===== src/shared/vout_cfg_pkg.sv =====
// Command codes, field positions, reset values and timing counts of the configuration block.
package vout_cfg_pkg;
	// -------------------------------------------------------------------------
	// Command codes
	// -------------------------------------------------------------------------
	localparam logic [7:0] CMD_FAULT_FLAG_WIPE   = 8'h03;
	localparam logic [7:0] CMD_VOUT_MODE         = 8'h20;
	localparam logic [7:0] CMD_MARGIN_HIGH       = 8'h25;
	localparam logic [7:0] CMD_MARGIN_LOW        = 8'h26;
	localparam logic [7:0] CMD_SLEW_RATE         = 8'h27;
	localparam logic [7:0] CMD_LOAD_LINE         = 8'h28;
	localparam logic [7:0] CMD_DUTY_LIMIT        = 8'h32;
	localparam logic [7:0] CMD_SWITCH_RATE       = 8'h33;
	localparam logic [7:0] CMD_PHASE_GROUP       = 8'h37;
	localparam logic [7:0] CMD_SENSE_GAIN        = 8'h38;
	localparam logic [7:0] CMD_SENSE_OFFSET      = 8'h39;
	localparam logic [7:0] CMD_OV_LIMIT          = 8'h40;
	localparam logic [7:0] CMD_OV_ACTION         = 8'h41;
	// -------------------------------------------------------------------------
	// Field positions
	// -------------------------------------------------------------------------
	localparam int GROUP_ID_LSB    = 8;
	localparam int RAIL_COUNT_LSB  = 4;
	localparam int RAIL_POS_LSB    = 0;
	localparam int RESP_LSB        = 6;
	localparam int RETRY_LSB       = 3;
	localparam int DELAY_LSB       = 0;
	localparam int EXP_LSB         = 0;
	// -------------------------------------------------------------------------
	// Response codes and reset values
	// -------------------------------------------------------------------------
	localparam logic [1:0] RESP_IGNORE   = 2'h0;
	localparam logic [1:0] RESP_DEFER    = 2'h1;
	localparam logic [1:0] RESP_DISABLE  = 2'h2;
	localparam logic [1:0] RESP_WHILE    = 2'h3;
	localparam logic [2:0] RETRY_NONE    = 3'h0;
	localparam logic [2:0] RETRY_FOREVER = 3'h7;
	localparam logic [4:0] RAILS_ZERO_AS = 5'h10;
	localparam logic [15:0] RST_WORD     = 16'h0000;
	localparam logic [7:0]  RST_ACTION   = 8'h80;
	localparam logic [7:0]  RST_MODE     = 8'h00;
	// -------------------------------------------------------------------------
	// Timing
	// -------------------------------------------------------------------------
	localparam int CLK_PERIOD_NS   = 5;
	localparam int DELAY_UNIT_US   = 10;
	localparam int DELAY_UNIT_CYC  = DELAY_UNIT_US * 1000 / CLK_PERIOD_NS;
endpackage


===== src/rtl/vout_cfg_regs.sv =====
// Output-voltage configuration registers and over-voltage fault response.
`timescale 1ns/100ps
// How it works
// - Margin-high target word at 0x25, strap default.
// - Margin-low target word at 0x26, strap default.
// - Slew rate word at 0x27 steers slewing.
// - Load-line slope word stored at 0x28.
// - Duty limit percentage word at 0x32.
// - Switching frequency kHz word at 0x33.
// - Group identifier in bits 11:8, default zero.
// - Rail count bits 7:4, zero means sixteen.
// - Rail position bits 3:0, address strap default.
// - Sense gain word at 0x38 stored, not applied.
// - Sense offset word at 0x39 added to readings.
// - Over-voltage limit at 0x40 compared to output.
// - Any fault drives alert low, sets flag.
// - Code 00 ignores; code 10 disables, retries.
// - Code 01 waits delay, then disables if still present.
// - Code 11 disables only while fault persists.
// - Retry count; zero stays off until cleared.
// - Voltage values scaled by five-bit exponent.
// - Command 0x03 clears faults, releases latched off.
module vout_cfg_regs #(
	parameter int DELAY_UNIT_CYCLES = vout_cfg_pkg::DELAY_UNIT_CYC
) (
	// Clock and reset.
	input  wire logic        sys_clk,
	input  wire logic        sys_rst,
	// Straps, caught after reset release.
	input  wire logic [15:0] voltage_select_strap,
	input  wire logic [6:0]  bus_address_strap,
	// Command port from the link engine.
	input  wire logic        cmd_write,
	input  wire logic        cmd_read,
	input  wire logic        cmd_send,
	input  wire logic [7:0]  cmd_code,
	input  wire logic        byte_valid,
	input  wire logic [7:0]  byte_data,
	output logic      [15:0] read_data,
	output logic             read_valid,
	// Measurement and control.
	input  wire logic [15:0] output_voltage,
	input  wire logic [15:0] output_current_raw,
	output logic      [15:0] output_current_reading,
	output logic      [15:0] slew_target_rate,
	output logic      [4:0]  rails_in_group,
	output logic      [3:0]  phase_slot,
	output logic             output_enable,
	output logic             ov_fault_flag,
	output logic             alert_line_n
);
	import vout_cfg_pkg::*;

	if (DELAY_UNIT_CYCLES < 1) begin
		$error("delay unit must be at least one cycle");
	end

	logic [15:0] margin_high_target_reg;
	logic [15:0] margin_low_target_reg;
	logic [15:0] output_slew_rate_reg;
	logic [15:0] load_line_slope_reg;
	logic [15:0] duty_cycle_limit_reg;
	logic [15:0] switching_rate_reg;
	logic [15:0] phase_group_position_reg;
	logic [15:0] current_sense_gain_reg;
	logic [15:0] current_sense_offset_reg;
	logic [15:0] overvoltage_limit_reg;
	logic [7:0]  overvoltage_action_reg;
	logic [7:0]  vout_mode_reg;
	logic [7:0]  low_byte_reg;
	logic        low_held_reg;
	logic        strap_done_reg;
	logic        wr_word;
	logic        wr_byte;
	logic [15:0] wr_value;

	// ---------------------------------------------------------------------
	// Write assembly
	// ---------------------------------------------------------------------
	always_ff @(posedge sys_clk or posedge sys_rst) begin
		if (sys_rst) begin
			low_byte_reg <= 8'h00;
			low_held_reg <= 1'b0;
		end else if (cmd_write && byte_valid) begin
			low_byte_reg <= byte_data;
			low_held_reg <= !low_held_reg;
		end else if (!cmd_write) begin
			low_held_reg <= 1'b0;
		end
	end
	assign wr_word  = cmd_write && byte_valid && low_held_reg;
	assign wr_byte  = cmd_write && byte_valid && !low_held_reg;
	assign wr_value = {byte_data, low_byte_reg};

	// ---------------------------------------------------------------------
	// Register file
	// ---------------------------------------------------------------------
	always_ff @(posedge sys_clk or posedge sys_rst) begin
		if (sys_rst) begin
			margin_high_target_reg   <= RST_WORD;
			margin_low_target_reg    <= RST_WORD;
			output_slew_rate_reg     <= RST_WORD;
			load_line_slope_reg      <= RST_WORD;
			duty_cycle_limit_reg     <= RST_WORD;
			switching_rate_reg       <= RST_WORD;
			phase_group_position_reg <= RST_WORD;
			current_sense_gain_reg   <= RST_WORD;
			current_sense_offset_reg <= RST_WORD;
			overvoltage_limit_reg    <= RST_WORD;
			overvoltage_action_reg   <= RST_ACTION;
			vout_mode_reg            <= RST_MODE;
			strap_done_reg           <= 1'b0;
		end else if (!strap_done_reg) begin
			strap_done_reg           <= 1'b1;
			margin_high_target_reg   <= voltage_select_strap;
			margin_low_target_reg    <= voltage_select_strap;
			overvoltage_limit_reg    <= voltage_select_strap;
			phase_group_position_reg <= {8'h00, 4'h0, bus_address_strap[3:0]};
		end else if (wr_byte && cmd_code == CMD_OV_ACTION) begin
			overvoltage_action_reg <= byte_data;
		end else if (wr_byte && cmd_code == CMD_VOUT_MODE) begin
			vout_mode_reg <= byte_data;
		end else if (wr_word) begin
			unique case (cmd_code)
				CMD_MARGIN_HIGH:  margin_high_target_reg   <= wr_value;
				CMD_MARGIN_LOW:   margin_low_target_reg    <= wr_value;
				CMD_SLEW_RATE:    output_slew_rate_reg     <= wr_value;
				CMD_LOAD_LINE:    load_line_slope_reg      <= wr_value;
				CMD_DUTY_LIMIT:   duty_cycle_limit_reg     <= wr_value;
				CMD_SWITCH_RATE:  switching_rate_reg       <= wr_value;
				CMD_PHASE_GROUP:  phase_group_position_reg <= {4'h0, wr_value[11:0]};
				CMD_SENSE_GAIN:   current_sense_gain_reg   <= wr_value;
				CMD_SENSE_OFFSET: current_sense_offset_reg <= wr_value;
				CMD_OV_LIMIT:     overvoltage_limit_reg    <= wr_value;
				default: ;
			endcase
		end
	end

	// ---------------------------------------------------------------------
	// Read port
	// ---------------------------------------------------------------------
	always_ff @(posedge sys_clk or posedge sys_rst) begin
		if (sys_rst) begin
			read_data  <= 16'h0000;
			read_valid <= 1'b0;
		end else begin
			read_valid <= cmd_read;
			if (cmd_read) begin
				unique case (cmd_code)
					CMD_VOUT_MODE:    read_data <= {8'h00, vout_mode_reg};
					CMD_MARGIN_HIGH:  read_data <= margin_high_target_reg;
					CMD_MARGIN_LOW:   read_data <= margin_low_target_reg;
					CMD_SLEW_RATE:    read_data <= output_slew_rate_reg;
					CMD_LOAD_LINE:    read_data <= load_line_slope_reg;
					CMD_DUTY_LIMIT:   read_data <= duty_cycle_limit_reg;
					CMD_SWITCH_RATE:  read_data <= switching_rate_reg;
					CMD_PHASE_GROUP:  read_data <= phase_group_position_reg;
					CMD_SENSE_GAIN:   read_data <= current_sense_gain_reg;
					CMD_SENSE_OFFSET: read_data <= current_sense_offset_reg;
					CMD_OV_LIMIT:     read_data <= overvoltage_limit_reg;
					CMD_OV_ACTION:    read_data <= {8'h00, overvoltage_action_reg};
					default:          read_data <= 16'h0000;
				endcase
			end
		end
	end

	// ---------------------------------------------------------------------
	// Derived control outputs
	// ---------------------------------------------------------------------
	always_ff @(posedge sys_clk or posedge sys_rst) begin
		if (sys_rst) begin
			output_current_reading <= 16'h0000;
			slew_target_rate       <= 16'h0000;
			rails_in_group         <= RAILS_ZERO_AS;
			phase_slot             <= 4'h0;
		end else begin
			output_current_reading <= output_current_raw + current_sense_offset_reg;
			slew_target_rate       <= output_slew_rate_reg;
			if (phase_group_position_reg[RAIL_COUNT_LSB +: 4] == 4'h0) begin
				rails_in_group <= RAILS_ZERO_AS;
			end else begin
				rails_in_group <= {1'b0, phase_group_position_reg[RAIL_COUNT_LSB +: 4]};
			end
			phase_slot <= phase_group_position_reg[RAIL_POS_LSB +: 4];
		end
	end

	// ---------------------------------------------------------------------
	// Over-voltage response
	// ---------------------------------------------------------------------
	typedef enum logic [2:0] {
		ST_RUN,
		ST_DEFER,
		ST_OFF,
		ST_WAIT,
		ST_HELD,
		ST_LATCHED
	} ov_state_e;
	ov_state_e   ov_state_reg;
	logic        ov_now;
	logic        wipe;
	logic [1:0]  resp;
	logic [2:0]  retries;
	logic [2:0]  delay_n;
	logic [2:0]  tries_reg;
	logic [31:0] timer_reg;
	logic [31:0] wait_cycles;

	// Comparison is on raw mantissas; both share the exponent.
	// No fault is seen before the straps have loaded the limit.
	assign ov_now      = strap_done_reg &&
		(output_voltage > overvoltage_limit_reg);
	assign wipe        = cmd_send && cmd_code == CMD_FAULT_FLAG_WIPE;
	assign resp        = overvoltage_action_reg[RESP_LSB +: 2];
	assign retries     = overvoltage_action_reg[RETRY_LSB +: 3];
	assign delay_n     = overvoltage_action_reg[DELAY_LSB +: 3];
	assign wait_cycles = 32'(delay_n) * 32'(DELAY_UNIT_CYCLES);

	// A fault in the same cycle as a clear wins, so a live fault keeps the flag.
	always_ff @(posedge sys_clk or posedge sys_rst) begin
		if (sys_rst) begin
			ov_fault_flag <= 1'b0;
			alert_line_n  <= 1'b1;
		end else if (ov_now) begin
			ov_fault_flag <= 1'b1;
			alert_line_n  <= 1'b0;
		end else if (wipe) begin
			ov_fault_flag <= 1'b0;
			alert_line_n  <= 1'b1;
		end
	end

	always_ff @(posedge sys_clk or posedge sys_rst) begin
		if (sys_rst) begin
			ov_state_reg  <= ST_RUN;
			output_enable <= 1'b1;
			timer_reg     <= 32'h0;
			tries_reg     <= 3'h0;
		end else begin
			unique case (ov_state_reg)
				ST_RUN: begin
					output_enable <= 1'b1;
					tries_reg     <= 3'h0;
					timer_reg     <= wait_cycles;
					if (ov_now && resp == RESP_DEFER) begin
						ov_state_reg <= ST_DEFER;
					end else if (ov_now && resp == RESP_DISABLE) begin
						ov_state_reg  <= ST_OFF;
						output_enable <= 1'b0;
					end else if (ov_now && resp == RESP_WHILE) begin
						ov_state_reg  <= ST_HELD;
						output_enable <= 1'b0;
					end
				end
				ST_DEFER: begin
					if (!ov_now) begin
						ov_state_reg <= ST_RUN;
					end else if (timer_reg == 32'h0) begin
						ov_state_reg  <= ST_OFF;
						output_enable <= 1'b0;
					end else begin
						timer_reg <= timer_reg - 32'h1;
					end
				end
				ST_OFF: begin
					timer_reg <= wait_cycles;
					// Setting zero, or every try spent, keeps the output off until a clear.
					if (retries == RETRY_NONE ||
						(retries != RETRY_FOREVER && tries_reg == retries)) begin
						ov_state_reg <= ST_LATCHED;
					end else begin
						ov_state_reg <= ST_WAIT;
					end
				end
				ST_WAIT: begin
					if (timer_reg == 32'h0) begin
						tries_reg     <= tries_reg + 3'h1;
						output_enable <= !ov_now;
						ov_state_reg  <= ov_now ? ST_OFF : ST_RUN;
					end else begin
						timer_reg <= timer_reg - 32'h1;
					end
				end
				ST_HELD: begin
					if (!ov_now) begin
						ov_state_reg  <= ST_RUN;
						output_enable <= 1'b1;
					end
				end
				ST_LATCHED: begin
					output_enable <= 1'b0;
					if (wipe) begin
						ov_state_reg <= ST_RUN;
					end
				end
				default: ov_state_reg <= ST_RUN;
			endcase
		end
	end
endmodule


===== config.mk =====
export PLATFORM = sky130hd
export DESIGN_NAME = vout_cfg_regs
export DESIGN_NICKNAME = d
export VERILOG_FILES = /design/src/shared/vout_cfg_pkg.sv /design/src/rtl/vout_cfg_regs.sv
export SDC_FILE = /design/constraint.sdc
export NUM_CORES = 1
export LEC_CHECK = 0
export ABC_AREA = 1
export BUFFER_PORTS_ARGS = -buffer_cell sky130_fd_sc_hd__buf_4
export CORE_AREA = 2 2 203 205
export CTS_BUF_LIST = sky130_fd_sc_hd__clkbuf_8
export DETAILED_ROUTE_END_ITERATION = 7
export DIE_AREA = 0 0 205 207
export GPL_ROUTABILITY_DRIVEN = 0
export REMOVE_ABC_BUFFERS = 1
export SLEW_MARGIN = 10
export SYNTH_ARGS = -nofsm -noshare
export SYNTH_HDL_FRONTEND = slang
export SYNTH_SLANG_ARGS = --single-unit

===== constraint.sdc =====
create_clock -name sys_clk -period 10.9 [get_ports sys_clk]
set_input_delay 1.09 -clock sys_clk [delete_from_list [all_inputs] [get_ports sys_clk]]
set_output_delay 1.09 -clock sys_clk [all_outputs]
set_load 0.01 [all_outputs]

After elaboration in Yosys (flattened, before gate mapping) --
Cells that the tools add are included.
Cells by class: magnitude comparators 1, multiply operators 1, reductions and logical operators 39, equal/unequal tests 38, mux-type cells 52, bitwise logic cells 2, $add $sub $neg 3
Operators with widths (count):
- 2-to-1 mux 16 bit | 20
- one-hot mux 16 bit (12 select lines) | 1
- one-hot mux 32 bit (3 select lines) | 1
- == test 8 x 6 -> 1 bit (second input constant) | 10
- 2-to-1 mux 32 bit | 2
- AND reduction 5 bit | 8
- zero test 32 bit | 1
- subtractor 32 x 1 -> 32 bit (second input constant) | 1
- 2-to-1 mux 3 bit | 10
- one-hot mux 3 bit (6 select lines) | 1
- adder 16 bit | 1
- == test 8 x 7 -> 1 bit (second input constant) | 2
- > comparator 16 bit | 1
- AND reduction 4 bit | 4
- != test 2 bit (second input constant) | 7
- 2-to-1 mux 1 bit | 13
- != test 2 x 1 -> 1 bit (second input constant) | 6
- logical AND 1 bit | 11
- multiplier 3 x 7 -> 10 bit (second input constant) | 1
- == test 8 x 2 -> 1 bit (second input constant) | 1
- == test 3 x 2 -> 1 bit (second input constant) | 2
- == test 3 bit (second input constant) | 2
- zero test 3 bit | 2
- != test 3 bit (second input constant) | 2
- other kinds (20) | 26
Word-level totals: output and inout bits 61, flip-flop bits (word level) 285, bits of input ports 77, logic and storage cells 163

Longest topological paths before layout --
word-level depth 7, mapped depth 18

Worst setup path before layout --
Ideal clock, no wire load.
kind input to register, start point input output_current_raw[0], end point register output_current_reading[12], data arrival time 2581 ps, data required time 10821 ps, path slack 8240 ps, path buffers 0, stages on the path 9, cell sequence ha_1 -> inv_1 -> fa_1 -> o21ai_0 -> a21oi_1 -> nor2_1 -> o21ai_0 -> o21ai_0 -> xor2_1
Between the ends: word-level cells in the longest chain between the ends 1
RTL lines:
- from (decl) | line vout_cfg_regs.sv:43 | input wire logic [15:0] output_current_raw,
- adder 16 bit | line vout_cfg_regs.sv:179 | output_current_reading <= output_current_raw + current_sense_offset_reg;
- to (signal assigned) | line vout_cfg_regs.sv:179
- to (decl) | line vout_cfg_regs.sv:44 | output logic [15:0] output_current_reading,
No other way between the ends. A chain may end at the register's enable or synchronous reset.

Worst setup path in the final report --
start point input cmd_code[7], end point register margin_low_target_reg[15]
Between the ends: word-level cells in the longest chain between the ends 4
RTL lines:
- from (decl) | line vout_cfg_regs.sv:36 | input wire logic [7:0] cmd_code,
- == test 8 x 6 -> 1 bit / == test 8 x 7 -> 1 bit (equally long branches) | line vout_cfg_regs.sv:121, vout_cfg_regs.sv:119
- logical AND 1 bit, on equally long branches | line vout_cfg_regs.sv:121, vout_cfg_regs.sv:119
- != test 2 bit (no source line)
- AND reduction 4 bit (no source line) *
- to (signal assigned) | line vout_cfg_regs.sv:116 | margin_low_target_reg <= voltage_select_strap;
- to (signal assigned) | line vout_cfg_regs.sv:126 | CMD_MARGIN_LOW: margin_low_target_reg <= wr_value;
- to (decl) | line vout_cfg_regs.sv:59 | logic [15:0] margin_low_target_reg;
Mark *: on every way between the ends. The rest lies on a longest branch, timed or not.

==> qor.yml <==
status: "finished clean"
power.share.switching_pct: 37.0
rsz0062_at_grt: "false"
hold_slack_ns: 0.403
final_common_cell: "nand2_1"
area_growth_pct: 17.3
grt_pass1_vias: 11500
fin_skew_ns: 0.0550
die_w_um: 205
fin_tns_setup_ns: 0
synth_area_um2: 14000
power_uw: 3030
row_count: 74
dieArea_um2: 42400
hold_path_class: "register to register"
setup_violations: 0
power.leakage_uw: 0.00814
final_nets: 1915
die_h_um: 207
largest_reg_flops: 32
totalWireLength_um: 41900
cts_root_buf: "clkbuf_8"
fin_crit_ns: 3.46
cp-end-kind: "register"
drt-vias-per-instance: 5.00
overflow: 0
hold_viol: 0
postCtsSetupBuffers: 0
fmax_ghz: 0.289
cts_tree: "yes"
yosysTopAreaCell: "dfrtp_1"
p_seq_share_pct: 40.0
holdBufCountCts: 0
synth_warnings: 0
synth.distinct_cells: 47
ant_nets: 0
worstSetupPathType: "input pin to register"
clkLatencyLatePin_ns: 0.62
vias: 11800
grt_max_degree: 169
vdd_drop_max_uv: 111
critPathMaxStageDelay_ns: 0.70
slew_headroom_pct: 22.3
synth.yosys.seq_area_share_pct: 50.4
clkSlewWorstSetupHoldPaths_ns: 0.06
r2r_start: "ov_state_reg[0]"
pre_cts_ws_ns: 6.82
cp_max_fo: 28
crit_start: "cmd_code[7]"
synth_top_area_share_pct: 49.6
dr.first_iter.drc_count: 1135
first_pass_iters: 5
cts-resized-gates: 0
fin_crit_sh_pct: 31.8
worstPathArrival_ns: 3.94
crit_top_cell: "buf_4"
p_switching_uw: 1120
core_area_um2: 40400
synth_area_leaders: "dfrtp_1 50%, nand2_1 12%, o21ai_0 6.7%, inv_1 4.0%, ha_1 3.7%"
drive_gt1_share_pct: 15.0
clockPowerShare_pct: 31.6
max_cap_violations: 0
grtUsageTotal_pct: 20.1
cts_buffers: 49
insertedDiodeCount: 0
p_int_uw: 1910
critPathRequiredTime_ns: 11.37
hpwlAfterDp_um: 29400
worst_pin_slew_ns: 1.17
portBuffers: 134
ctsHtreeMaxLevel: 2
fin_ws_ns: 7.44
syn_avg_cell_area_um2: 8.39
crit_path_start_kind: "input pin"
slew_violations: 0
clockBufferDepth: 3
synth-seq-cells: 281
min_from: "output_slew_rate_reg[4]"
ios: 138
mostFrequentLayoutCells: "455 x nand2_1, 277 x dfrtp_1, 187 x o21ai_0"
power_density_nw_per_um2: 185
combPwrFrac_pct: 28.5
wire_per_inst_um: 17.7
path_cells: "buf_4 -> nor2_2 -> nand3_1 -> inv_2 -> nand2_1 -> o21ai_2 -> buf_4 -> mux2_2"
cpMaxStageDelayCell: "o21ai_2"
grt_antenna_before_repair: 1
grt_pass1_wl_um: 66200
synthCells: 1665
drc: 0
initial_core_util_pct: 34.6
cts_sinks: 281
-- cell usage after synthesis, drive strengths merged --
master   instances
a22o            18
buf             28
conb             1
clkbuf          35
o211ai           3
inv            157
o2111ai          1
a31oi           11
o22ai            9
nand4           11
xor2            35
nand3           78
nor2           149
mux2             1
ha              41
a21oi           33
o21ai          255
or2              3
nand2          463
nor4             4
a21o             2
dfstp            4
dfrtp          277
o2111a           2
fa               5
xnor2            5
nor3             6
o31ai            2
o2bb2ai          1
a221oi          16
o41ai            1
a211oi           8
-- layer usage --
metal	global-route usage, %	part of all wire, %
met1	26.8	43
met2	32.7	48
met3	3.79	6.5
met4	6.52	3.0
met5	0	0
-- power by group through the flow --
stage | clock network, uW | registers [uW] | logic [uW]
after floorplan | 0 | 1210 | 631
after global placement | 0 | 1230 | 845
after detailed placement | 0 | 1230 | 861
after CTS | 980 | 1210 | 864
after global routing | 1030 | 1220 | 986
final | 958 | 1210 | 863
-- worst max-delay path: cells and delay by family --
kind                   cells  cell delay (ns)
AO/OA/AOI/OAI              1             0.70
multiplexers               1             0.35
AND/OR/NAND/NOR            3             0.87
buffers and inverters      3             0.90
-- cell families after synthesis --
logic type	count (synthesis)	share of synthesized area [%]
other	1	0.0268
AO/OA/AOI/OAI	362	15.0
AND/OR/NAND/NOR	714	21.2
multiplexers	1	0.0806
adder cells (fa/ha/maj)	46	4.39
buffers and inverters	220	6.41
XOR/XNOR	40	2.51
flip-flops	281	50.4
-- worst paths after layout --
kind	endpoint	slack [ns]	cells past startpoint
max	margin_low_target_reg[15]	7.44	8
min	slew_target_rate[4]	0.40	0
max reg2reg	tries_reg[2]	7.89	5
min reg2reg	slew_target_rate[4]	0.40	0
max in group asynchronous	phase_group_position_reg[6]	8.78	3
min in group asynchronous	output_current_reading[14]	0.65	2
-- through the flow --
| stage | instances | util, % | area (um^2) |
|---|---|---|---|
| after CTS | 2365 | 40.6 | 16400 |
| final | 2365 | 40.6 | 16400 |
| after detailed placement | 2273 | 38.2 | 15400 |
| after global placement | 2273 | 38.2 | 15400 |
| after floorplan | 1602 | - | 13700 |
| after global routing | 2365 | 40.6 | 16400 |
-- layout make-up --
class,count,area (um^2)
fill,4149,24000
inverter,157,602
timing repair buffer,139,1060
clock buffer,60,826
multi-input combinational,1164,6050
sequential,281,7040
clock inverter,32,151
tap,532,666
(Power assumes the default switching activity.)
